--- config.mk ---
export PLATFORM = sky130hd
export DESIGN_NAME = spc_ctrl
export DESIGN_NICKNAME = d
export VERILOG_FILES = /design/src/rtl/spc_pkg.sv /design/src/rtl/spc_refdiv.sv /design/src/rtl/spc_ctrl.sv
export SDC_FILE = /design/constraint.sdc
export NUM_CORES = 1
export LEC_CHECK = 0
export ABC_AREA = 1
export BUFFER_PORTS_ARGS = -buffer_cell sky130_fd_sc_hd__buf_4
export CAP_MARGIN = 20
export CORE_MARGIN = 1.5
export CORE_UTILIZATION = 63
export CTS_CLUSTER_DIAMETER = 30
export CTS_CLUSTER_SIZE = 20
export DETAILED_ROUTE_END_ITERATION = 10
export PLACE_DENSITY = 0.85
export SYNTH_ARGS = -nofsm -noshare
export SYNTH_HDL_FRONTEND = slang
export SYNTH_SLANG_ARGS = --single-unit
--- constraint.sdc ---
create_clock -name i_clock -period 4.3 [get_ports i_clock]
set_input_delay 0.43 -clock i_clock [delete_from_list [all_inputs] [get_ports i_clock]]
set_output_delay 0.43 -clock i_clock [all_outputs]
set_load 0.05 [all_outputs]
--- src/rtl/spc_pkg.sv ---
// Purpose: Shared constants and types for the synthesizer override and calibration control
// Assumes: Registers reached over a simple byte-wide serial-port register access
// Notes: Functional notes below
package spc_pkg;
  localparam logic [7:0] ADDR_OVERRIDE = 8'h58;
  localparam logic [7:0] ADDR_TRIM = 8'h59;
  localparam logic [7:0] ADDR_RESET = 8'h5c;
  localparam logic [7:0] ADDR_CALCTL = 8'h5d;
  localparam logic [7:0] ADDR_CALSTAT = 8'h5e;
  localparam logic [7:0] RST_OVERRIDE = 8'h00;
  localparam logic [6:0] RST_TRIM = 7'h00;
  localparam logic [7:0] RST_RESET = 8'h00;
  localparam logic [7:0] RST_CALCTL = 8'h40;
  localparam int OVR_EN_BIT = 7;
  localparam int SECOND_SEL_LSB = 4;
  localparam int FIRST_SEL_LSB = 2;
  localparam int SE_REF_BIT = 1;
  localparam int SYN_EN_BIT = 0;
  localparam int CAL_EN_BIT = 0;
  localparam int SETTLE_LSB = 4;
  // Settling base time per settle step in ns; cycles derived from 5 ns clock
  localparam int SETTLE_BASE_NS = 640;
  localparam int CLK_PERIOD_NS = 5;
  localparam int SETTLE_BASE_CYC = (SETTLE_BASE_NS + CLK_PERIOD_NS - 1) / CLK_PERIOD_NS;
  localparam logic [1:0] DIV_OFF = 2'h0;
  localparam logic [1:0] DIV_1 = 2'h1;
  localparam logic [1:0] DIV_2 = 2'h2;
  localparam logic [1:0] DIV_4 = 2'h3;

  typedef struct packed {
    logic synth_enable;
    logic se_ref_select;
    logic [1:0] first_sel;
    logic [1:0] second_sel;
  } spc_cfg_s;

  typedef struct packed {
    logic wr;
    logic rd;
    logic [7:0] addr;
    logic [7:0] wdata;
  } spc_req_s;

  typedef enum logic [3:0] {
    CAL_IDLE = 4'b0001,
    CAL_STEP = 4'b0010,
    CAL_WAIT = 4'b0100,
    CAL_DONE = 4'b1000
  } spc_cal_e;
endpackage

--- src/rtl/spc_refdiv.sv ---
// Purpose: One divided-reference output with off, /1, /2, /4 modes
// Assumes: i_ref_tick is a one-cycle enable marking a reference edge
// Notes: Output toggles on ticks; /1 toggles each tick
`timescale 1ns/1ps
`default_nettype none
module spc_refdiv
  import spc_pkg::*;
(
  // Clock and reset
  input wire logic i_clock,
  input wire logic i_rst_b,
  // Control
  input wire logic i_ref_tick,
  input wire logic [1:0] i_sel,
  // Output
  output logic o_clk_out,
  output logic o_running
);
  import spc_pkg::*;

  logic [1:0] cnt_r;
  logic [1:0] cnt_nxt;
  logic out_r;
  logic out_nxt;
  logic [1:0] limit;

  always_comb
  begin
    limit = 2'h0;
    if (i_sel == DIV_2)
      limit = 2'h1;
    else if (i_sel == DIV_4)
      limit = 2'h3;
    cnt_nxt = cnt_r;
    out_nxt = out_r;
    if (i_sel == DIV_OFF)
    begin
      cnt_nxt = 2'h0;
      out_nxt = 1'b0;
    end
    else if (i_ref_tick)
    begin
      if (cnt_r >= limit)
      begin
        cnt_nxt = 2'h0;
        out_nxt = ~out_r;
      end
      else
        cnt_nxt = cnt_r + 2'h1;
    end
  end

  always_ff @(posedge i_clock or negedge i_rst_b)
  begin
    if (!i_rst_b)
    begin
      cnt_r <= 2'h0;
      out_r <= 1'b0;
    end
    else
    begin
      cnt_r <= cnt_nxt;
      out_r <= out_nxt;
    end
  end

  assign o_clk_out = out_r;
  assign o_running = (i_sel != DIV_OFF);
endmodule // spc_refdiv
`default_nettype wire

--- src/rtl/spc_ctrl.sv ---
// Purpose: Synthesizer pin override, divided reference outputs, trim and calibration
// Assumes: Byte register port on the same clock; compare input from oscillator detector
// Notes: Calibration is a binary search on the trim, one step per settle interval
`timescale 1ns/1ps
`default_nettype none
module spc_ctrl
  import spc_pkg::*;
#(
  parameter int SETTLE_UNIT_CYC = SETTLE_BASE_CYC
)
(
  // Clock and reset
  input wire logic i_clock,
  input wire logic i_rst_b,
  // Register port
  input wire spc_pkg::spc_req_s i_req,
  output logic [7:0] o_rdata,
  // Strap pins
  input wire logic i_synth_en_pin,
  input wire logic i_se_refclk_pin,
  input wire logic i_clock_config_pin0,
  input wire logic i_clock_config_pin1,
  // Analog interface
  input wire logic i_ref_tick,
  input wire logic i_osc_too_slow,
  output spc_pkg::spc_cfg_s o_cfg,
  output logic [6:0] o_oscillator_freq_trim,
  output logic o_synth_reset,
  // Divided reference outputs
  output logic o_refout_first,
  output logic o_refout_second
);
  import spc_pkg::*;

  logic [7:0] ovr_r, ovr_nxt;
  logic [6:0] trim_r, trim_nxt;
  logic rst_bit_r, rst_bit_nxt;
  logic [7:0] calctl_r, calctl_nxt;
  logic done_r, done_nxt;
  spc_cal_e state_r, state_nxt;
  logic [2:0] bit_r, bit_nxt;
  logic [12:0] wait_r, wait_nxt;
  logic [7:0] rdata_r, rdata_nxt;
  logic [2:0] pin_sync_r [4];
  logic [2:0] pin_sync_nxt [4];
  logic [3:0] pin_stable_r, pin_stable_nxt;
  spc_cfg_s cfg;
  logic first_running;
  logic [1:0] second_sel_eff;
  logic [6:0] step_mask;

  // Strap pins: three-stage sync, level taken once stages two and three agree
  always_comb
  begin
    pin_sync_nxt[0] = {pin_sync_r[0][1:0], i_synth_en_pin};
    pin_sync_nxt[1] = {pin_sync_r[1][1:0], i_se_refclk_pin};
    pin_sync_nxt[2] = {pin_sync_r[2][1:0], i_clock_config_pin0};
    pin_sync_nxt[3] = {pin_sync_r[3][1:0], i_clock_config_pin1};
    pin_stable_nxt = pin_stable_r;
    for (int i = 0; i < 4; i++)
    begin
      if (pin_sync_r[i][1] == pin_sync_r[i][2])
        pin_stable_nxt[i] = pin_sync_r[i][2];
    end
  end

  always_ff @(posedge i_clock or negedge i_rst_b)
  begin
    if (!i_rst_b)
    begin
      for (int i = 0; i < 4; i++)
        pin_sync_r[i] <= 3'h0;
      pin_stable_r <= 4'h0;
    end
    else
    begin
      pin_sync_r <= pin_sync_nxt;
      pin_stable_r <= pin_stable_nxt;
    end
  end

  // Configuration select
  always_comb
  begin
    if (ovr_r[OVR_EN_BIT])
    begin
      cfg.synth_enable = ovr_r[SYN_EN_BIT];
      cfg.se_ref_select = ovr_r[SE_REF_BIT];
      cfg.first_sel = ovr_r[FIRST_SEL_LSB +: 2];
      cfg.second_sel = ovr_r[SECOND_SEL_LSB +: 2];
    end
    else
    begin
      cfg.synth_enable = pin_stable_r[0];
      cfg.se_ref_select = pin_stable_r[1];
      // Straps choose: 00 off, 01 first /1, 10 first /2, 11 both /1
      unique case (pin_stable_r[3:2])
        2'h0: begin cfg.first_sel = DIV_OFF; cfg.second_sel = DIV_OFF; end
        2'h1: begin cfg.first_sel = DIV_1; cfg.second_sel = DIV_OFF; end
        2'h2: begin cfg.first_sel = DIV_2; cfg.second_sel = DIV_OFF; end
        2'h3: begin cfg.first_sel = DIV_1; cfg.second_sel = DIV_1; end
      endcase
    end
  end

  // Second output gated so it never runs alone
  assign second_sel_eff = first_running ? cfg.second_sel : DIV_OFF;

  spc_refdiv u_first (
    .i_clock(i_clock),
    .i_rst_b(i_rst_b),
    .i_ref_tick(i_ref_tick),
    .i_sel(cfg.first_sel),
    .o_clk_out(o_refout_first),
    .o_running(first_running)
  );

  spc_refdiv u_second (
    .i_clock(i_clock),
    .i_rst_b(i_rst_b),
    .i_ref_tick(i_ref_tick),
    .i_sel(second_sel_eff),
    .o_clk_out(o_refout_second),
    .o_running()
  );

  assign step_mask = 7'(7'h01 << bit_r);

  // Registers and calibration engine
  always_comb
  begin
    ovr_nxt = ovr_r;
    trim_nxt = trim_r;
    rst_bit_nxt = rst_bit_r;
    calctl_nxt = calctl_r;
    done_nxt = done_r;
    state_nxt = state_r;
    bit_nxt = bit_r;
    wait_nxt = wait_r;
    rdata_nxt = rdata_r;
    if (i_req.wr)
    begin
      unique case (i_req.addr)
        ADDR_OVERRIDE: ovr_nxt = i_req.wdata;
        ADDR_TRIM: trim_nxt = i_req.wdata[6:0];
        ADDR_RESET: rst_bit_nxt = i_req.wdata[0];
        ADDR_CALCTL: calctl_nxt = i_req.wdata;
        default: ;
      endcase
    end
    if (i_req.rd)
    begin
      unique case (i_req.addr)
        ADDR_OVERRIDE: rdata_nxt = ovr_r;
        ADDR_TRIM: rdata_nxt = {1'b0, trim_r};
        ADDR_RESET: rdata_nxt = {7'h00, rst_bit_r};
        ADDR_CALCTL: rdata_nxt = calctl_r;
        ADDR_CALSTAT: rdata_nxt = {7'h00, done_r};
        default: rdata_nxt = 8'h00;
      endcase
    end
    unique case (state_r)
      CAL_IDLE:
      begin
        if (!rst_bit_r)
        begin
          if (calctl_r[CAL_EN_BIT])
          begin
            bit_nxt = 3'h6;
            trim_nxt = 7'h40;
            wait_nxt = 13'(SETTLE_UNIT_CYC * (int'(calctl_r[SETTLE_LSB +: 3]) + 1));
            state_nxt = CAL_WAIT;
          end
          else
          begin
            done_nxt = 1'b1;
            state_nxt = CAL_DONE;
          end
        end
      end
      CAL_WAIT:
      begin
        if (wait_r != 13'h0000)
          wait_nxt = wait_r - 13'h0001;
        else
          state_nxt = CAL_STEP;
      end
      CAL_STEP:
      begin
        // Keep the bit if oscillator still runs slow, else drop it
        if (!i_osc_too_slow)
          trim_nxt = trim_r & ~step_mask;
        if (bit_r == 3'h0)
        begin
          done_nxt = 1'b1;
          state_nxt = CAL_DONE;
        end
        else
        begin
          bit_nxt = bit_r - 3'h1;
          trim_nxt = (i_osc_too_slow ? trim_r : (trim_r & ~step_mask)) | (step_mask >> 1);
          wait_nxt = 13'(SETTLE_UNIT_CYC * (int'(calctl_r[SETTLE_LSB +: 3]) + 1));
          state_nxt = CAL_WAIT;
        end
      end
      CAL_DONE: ;
    endcase
    if (rst_bit_r)
    begin
      done_nxt = 1'b0;
      state_nxt = CAL_IDLE;
    end
  end

  always_ff @(posedge i_clock or negedge i_rst_b)
  begin
    if (!i_rst_b)
    begin
      ovr_r <= RST_OVERRIDE;
      trim_r <= RST_TRIM;
      rst_bit_r <= RST_RESET[0];
      calctl_r <= RST_CALCTL;
      done_r <= 1'b0;
      state_r <= CAL_IDLE;
      bit_r <= 3'h0;
      wait_r <= 13'h0000;
      rdata_r <= 8'h00;
    end
    else
    begin
      ovr_r <= ovr_nxt;
      trim_r <= trim_nxt;
      rst_bit_r <= rst_bit_nxt;
      calctl_r <= calctl_nxt;
      done_r <= done_nxt;
      state_r <= state_nxt;
      bit_r <= bit_nxt;
      wait_r <= wait_nxt;
      rdata_r <= rdata_nxt;
    end
  end

  assign o_rdata = rdata_r;
  assign o_cfg = cfg;
  assign o_oscillator_freq_trim = trim_r;
  assign o_synth_reset = rst_bit_r;
endmodule // spc_ctrl
`default_nettype wire

; After elaboration in Yosys (flattened, before gate mapping)
; Cells that the tools add are included.
[totals]
latch_bits = 0
n_memories = 0
word_cells = 129
out_inout_bits = 24
regBits = 75
input_bits = 26
ramBits = 0
mem_bits_ro = 0
[op_classes]
magnitude_cmp = 2
reduce_logical = 23
n_bitwise = 5
n_shift = 1
multipliers = 0
div_mod_pow = 0
eq_ne = 26
mux = 46
n_addsub = 5
[ops]
columns = op, count
row1 = two-way mux 13 bit, 4
row2 = two-way mux 7 bit, 7
row3 = equality test 8 x 7 -> 1 bit (second input constant), 5
row4 = case mux 8 bit (5 select lines), 1
row5 = case mux 13 bit (3 select lines), 1
row6 = two-way mux 2 bit, 11
row7 = two-way mux 4 bit, 4
row8 = case mux 4 bit (4 select lines), 1
row9 = case mux 7 bit (2 select lines), 1
row10 = nonzero test 13 bit, 1
row11 = subtractor 13 x 1 -> 13 bit (second input constant), 1
row12 = equality test 2 bit (second input constant), 6
row13 = case mux 4 bit (3 select lines), 1
row14 = AND reduction 2 bit, 6
row15 = nonzero test 2 bit, 6
row16 = two-way mux 1 bit, 9
row17 = two-way mux 3 bit, 3
row18 = inequality test 3 bit (second input constant), 3
row19 = inequality test 2 bit (second input constant), 4
row20 = AND 7 bit, 1
row21 = NOT 7 bit, 1
row22 = bitwise OR 7 x 6 -> 7 bit, 1
row23 = left shift 1 x 3 -> 7 bit (first input constant), 1
row24 = zero test 2 bit, 3
row25 = other kinds (19), 26

; Depth between registers and ports, before layout
[logic_depth]
depth_word = 12
mapped_depth = 12
depth_no_buf = 12

; Hierarchy
; Synthesis repeated with hierarchy kept, for this count alone.
[hier_totals]
hier_cells = 539
hier_area_um2 = 4212.8
[by_module_without_submodules]
columns = module, cells_each, n_inst, area_each_um2, seq_area_each_um2
row1 = spc_ctrl, 469, 1, 3757.4, 1729.2
row2 = spc_refdiv, 35, 2, 227.7, 75.1

; Worst setup path before layout
; Ideal clock, no wire load.
[synth_timing]
path_type = register -> register
startpoint = register ovr_r[7]
endpoint = register u_second.out_r (netlist: u_second.o_clk_out)
t_arrival_ns = 2.295
required_time_ns = 4.179
setup_time_ns = 0.121
path_stages_with_launch = 10
synth_period_minus_slack_ns = 2.416
n_path_buf = 0
slack_ns = 1.884
path_cell_list = dfrtp_1 > inv_2 > nand2_1 > o22ai_1 > nand2_1 > ha_1 > a21oi_1 > nand2_1 > a21oi_1 > nor2_1
[synth_lines]
columns = element, line
row1 = "start, declared", spc_ctrl.sv:35  ; logic [7:0] ovr_r, ovr_nxt;
row2 = "start signal, assigned", spc_ctrl.sv:231  ; ovr_r <= ovr_nxt;
row3 = "end signal, assigned", spc_refdiv.sv:63  ; out_r <= out_nxt;
row4 = "end, declared", spc_refdiv.sv:23  ; logic out_r;

; Worst setup path in the final report
[layout_timing]
startpoint = register ovr_r[7]
endpoint = register u_second.cnt_r[1]
[layout_via]
elab_chain_len = 10
elab_cells_between_ends = 13
cone_classes = order compare: 1 / eq/ne: 2 / mux: 7 / reduce/logical: 3
[layout_lines]
columns = element, line
row1 = two-way mux 6 bit *, spc_ctrl.sv:85  ; if (ovr_r[OVR_EN_BIT])
row2 = nonzero test 2 bit, spc_refdiv.sv:68  ; assign o_running = (i_sel != DIV_OFF);
row3 = two-way mux 2 bit *, spc_ctrl.sv:107  ; assign second_sel_eff = first_running ? cfg.second_sel : DIV_OFF;
row4 = equality test 2 bit, spc_refdiv.sv:32  ; else if (i_sel == DIV_4)
row5 = two-way mux 2 bit, spc_refdiv.sv:32
row6 = two-way mux 2 bit, spc_refdiv.sv:30  ; if (i_sel == DIV_2)
row7 = greater-or-equal comparator 2 bit, spc_refdiv.sv:43  ; if (cnt_r >= limit)
row8 = two-way mux 2 bit, spc_refdiv.sv:43
row9 = two-way mux 2 bit, spc_refdiv.sv:41  ; else if (i_ref_tick)
row10 = two-way mux 2 bit, spc_refdiv.sv:36  ; if (i_sel == DIV_OFF)
row11 = "end signal, assigned", spc_refdiv.sv:62  ; cnt_r <= cnt_nxt;
row12 = "end, declared", spc_refdiv.sv:21  ; logic [1:0] cnt_r;
; Every way passes the cells marked *; elsewhere a longest branch is shown, timed or not. The select of a mux whose other input is x is not followed.
; A chain may end at the register's enable or synchronous reset.

==> impl_metrics.csv <==
group,metric,value,unit
status,outcome,"finished clean",
routing,dr.pass1.iters,5,
clock_network,cts_setup_buffers,0,
timing,setup_viol,0,
power_and_ir_drop,seqPwrFrac,34.0,%
yosys,synth.most_common_cell,"nand2_1",
timing,fin_crit_sh,46.8,%
floorplanning,start_util,65.1,%
setup_path,path_max_fanout,9,
yosys,synth.top_cells.by_area,"dfrtp_1 (44%), nand2_1 (17%), nand3_1 (7.1%)",
routing,drt-initial-drc-count,338,
clock_network,clockBufferDepth,2,
timing,hold_viol,0,
yosys,syn_area,4110,um2
clock_network,tritoncts,"done",
setup_path,r2r_cells,12,
clock_network,cts_hold_buf,0,
power_and_ir_drop,p_sw,1.33,mW
timing,finalMaxSlewViolations,0,
yosys,yosysUniqueCellTypes,33,
setup_path,cp.required,4590,ps
place,gp_congestion,0.972,
setup_path,critical_path_class,"register to register",
setup_path,cp-end-kind,"register",
final_layout,final_cells,670,
yosys,synth_cells,541,
final_layout,diodes,0,
clock_network,ctsResizeCount,0,
floorplanning,io-pin-count,50,
yosys,ys.flop_type,"dfrtp_1",
timing,fin_skew,10.0,ps
power_and_ir_drop,peakVddDrop,0.525,mV
timing,slew_headroom,37.5,%
setup_path,r2r_end,"u_second.cnt_r[1]",
global_routing,grt_pass1_vias,3553,
routing,vias,3706,
yosys,ys_ff_latch,75,
place,io_buffers,49,
timing,totalNegativeSetupSlack,0,ps
run,cap_violations,0,
power_and_ir_drop,sw_frac_of_total,44.7,%
yosys,syn_avg_cell_area,7.59,um2
floorplanning,rows,29,
setup_path,rrSetupSlack,2290,ps
hold_path,whs_endpoint,"pin_sync_nxt[7]",
final_layout,layout.nets,625,
yosys,synth_seq_area_share,45.8,%
place,placedCellCount,654,
floorplanning,die_width,83.7,um
timing,fin_crit,2010,ps
power_and_ir_drop,p_leak,2.52,nW
yosys,synth_top_area_share,44.5,%
place,dp_hpwl,6800,um
floorplanning,fp.dieH,83.7,um
yosys,syn-num-nets,578,
final_layout,drive_above_1_share,15.2,%
routing,via_per_inst,5.53,
yosys,async_flop_share,100,%
timing,rsz0062_at_grt,"false",
routing,drc,0,
power_and_ir_drop,pwr-share-clk,21.3,%
clock_network,clock_latency,350,ps
global_routing,grt_start_max_net_pins,76,
floorplanning,core_area,6310,um2
clock_network,htreeDepth,3,
clock_network,numCtsBuffers,9,
global_routing,antenna_found_initial,0,
clock_network,cts-root-buf,"clkbuf_8",
timing,max_slew.worst_pin.slew,937,ps
global_routing,grt_usage,29.2,%
power_and_ir_drop,power_density,626,nW/um2
power_and_ir_drop,p_comb_share,44.8,%
yosys,post-synth-top-area-cell,"dfrtp_1",
hold_path,min_path_cells,1,
hold_path,min_path_type,"input pin to register",
setup_path,arrival,2310,ps
floorplanning,die_area,7010,um2
setup_path,worstReg2RegStart,"ovr_r[7]",
routing,detail-route-antenna-nets,0,
global_routing,grt_overflow,0,
final_layout,area_growth,15.4,%
hold_path,worstHoldStart,"i_se_refclk_pin",
global_routing,grt_pass1_wl,16400,um
routing,wl_per_cell,14.2,um
timing,fmax,0.497,GHz
clock_network,clk_pin_slew_worst_paths,90,ps
yosys,synth_common_cells,"nand2_1 (182), dfrtp_1 (73), nand3_1 (58), inv_1 (56), nor2_1 (38)",
clock_network,cts_sinks,75,
power_and_ir_drop,p_int,1.64,mW
setup_path,startpoint_type,"register",
yosys,synth-edff-count,0,
routing,wirelength,9500,um
yosys,ys_warn_count,0,
[flip-flops by register name (all words and copies together), names as in the netlist]
name and cells:
o_synth_reset 1, u_first.cnt_r 2, bit_r 3, o_rdata 8, u_first.o_clk_out 1, wait_r 13
pin_sync_nxt 8, calctl_r 8, pin_sync_r 4, ovr_r 8, o_oscillator_freq_trim 7, done_r 1
pin_stable_r 4, u_second.cnt_r 2, u_second.o_clk_out 1, state_r 4
[kinds of logic (layout without fill, tap and decap cells)]
logic type / Yosys count / after routing / synth area share [%]
xor+xnor: 9 / 9 / 1.92
buf+inv: 73 / 125 / 7.16
fa+ha+maj: 15 / 15 / 4.33
compound gates: 60 / 60 / 7.98
flops: 75 / 75 / 45.8
simple gates: 309 / 309 / 32.9
[how the worst max path moves through the flow]
stage	startpoint	end	slack [ps]
6_report	ovr_r[7]	u_second.cnt_r[1]	2290
5_1_grt	ovr_r[7]	u_second.cnt_r[0]	1980
4_1_cts	ovr_r[7]	u_second.cnt_r[1]	2300
3_5_place_dp	i_req[15]	calctl_r[0]	2260
3_3_place_gp	ovr_r[7]	u_second.cnt_r[1]	2380
2_1_floorplan	ovr_r[7]	u_second.o_clk_out	1880
[layer usage]
metal / track usage, % / wire, um / share of wire [%]
met4: 9.99 / 107 / 1.1
met3: 4.25 / 562 / 5.9
met2: 48.1 / 4690 / 49
met1: 39.8 / 4130 / 44
met5: 0 / 0 / 0
[cell type report]
cell class	instances	area, um2
clock buffers	10	138
clock inverters	6	95.1
fillers	484	1570
inverters	60	230
multi-input cells	393	1930
flip-flops and latches	75	1880
well taps	77	96.3
repair buffers	49	368
[power groups by stage]
stage          Combinational, mW  Sequential [mW]  Clock [mW]
3_5_place_dp                1.30             1.02           0
4_1_cts                     1.32             1.00       0.640
6_report                    1.33             1.01       0.632
5_1_grt                     1.50             1.03       0.670
2_1_floorplan              0.914             1.09           0
3_3_place_gp                1.26             1.01           0
[critical path, cell delays in order (launching register included)]
cell and delay (ps):
dfrtp_1 430, inv_2 150, nand2_1 130, o21ai_2 110, nor2_2 80, nor2_1 140
nand2_1 70, ha_1 290, a21oi_1 140, nand2_1 130, nor2_1 110, nand3_1 80
nand2_1 80
[cells in the final DEF, fill, tap and decap left out, drive strengths merged, types with 3 or more instances in the layout]
cell,n
xor2,5
a21oi,14
inv,61
ha,11
nand3,61
maj3,4
clkinv,3
dfrtp,73
o21ai,35
nor2,48
nand2,187
clkbuf,10
xnor2,4
nand4,10
buf,49
o211ai,6
[through the flow]
stage	setup WS [ps]	util [%]	instance area, um2	power (mW)	hold WS (ps)
2_1_floorplan	1880	-	4110	2.01	134
3_3_place_gp	2380	71.4	4510	2.27	334
3_5_place_dp	2260	71.4	4510	2.32	336
5_1_grt	1980	75.1	4740	3.20	158
6_report	2290	75.1	4740	2.97	177
4_1_cts	2300	75.1	4740	2.97	166
No activity file was read; power rests on OpenSTA's default activity.
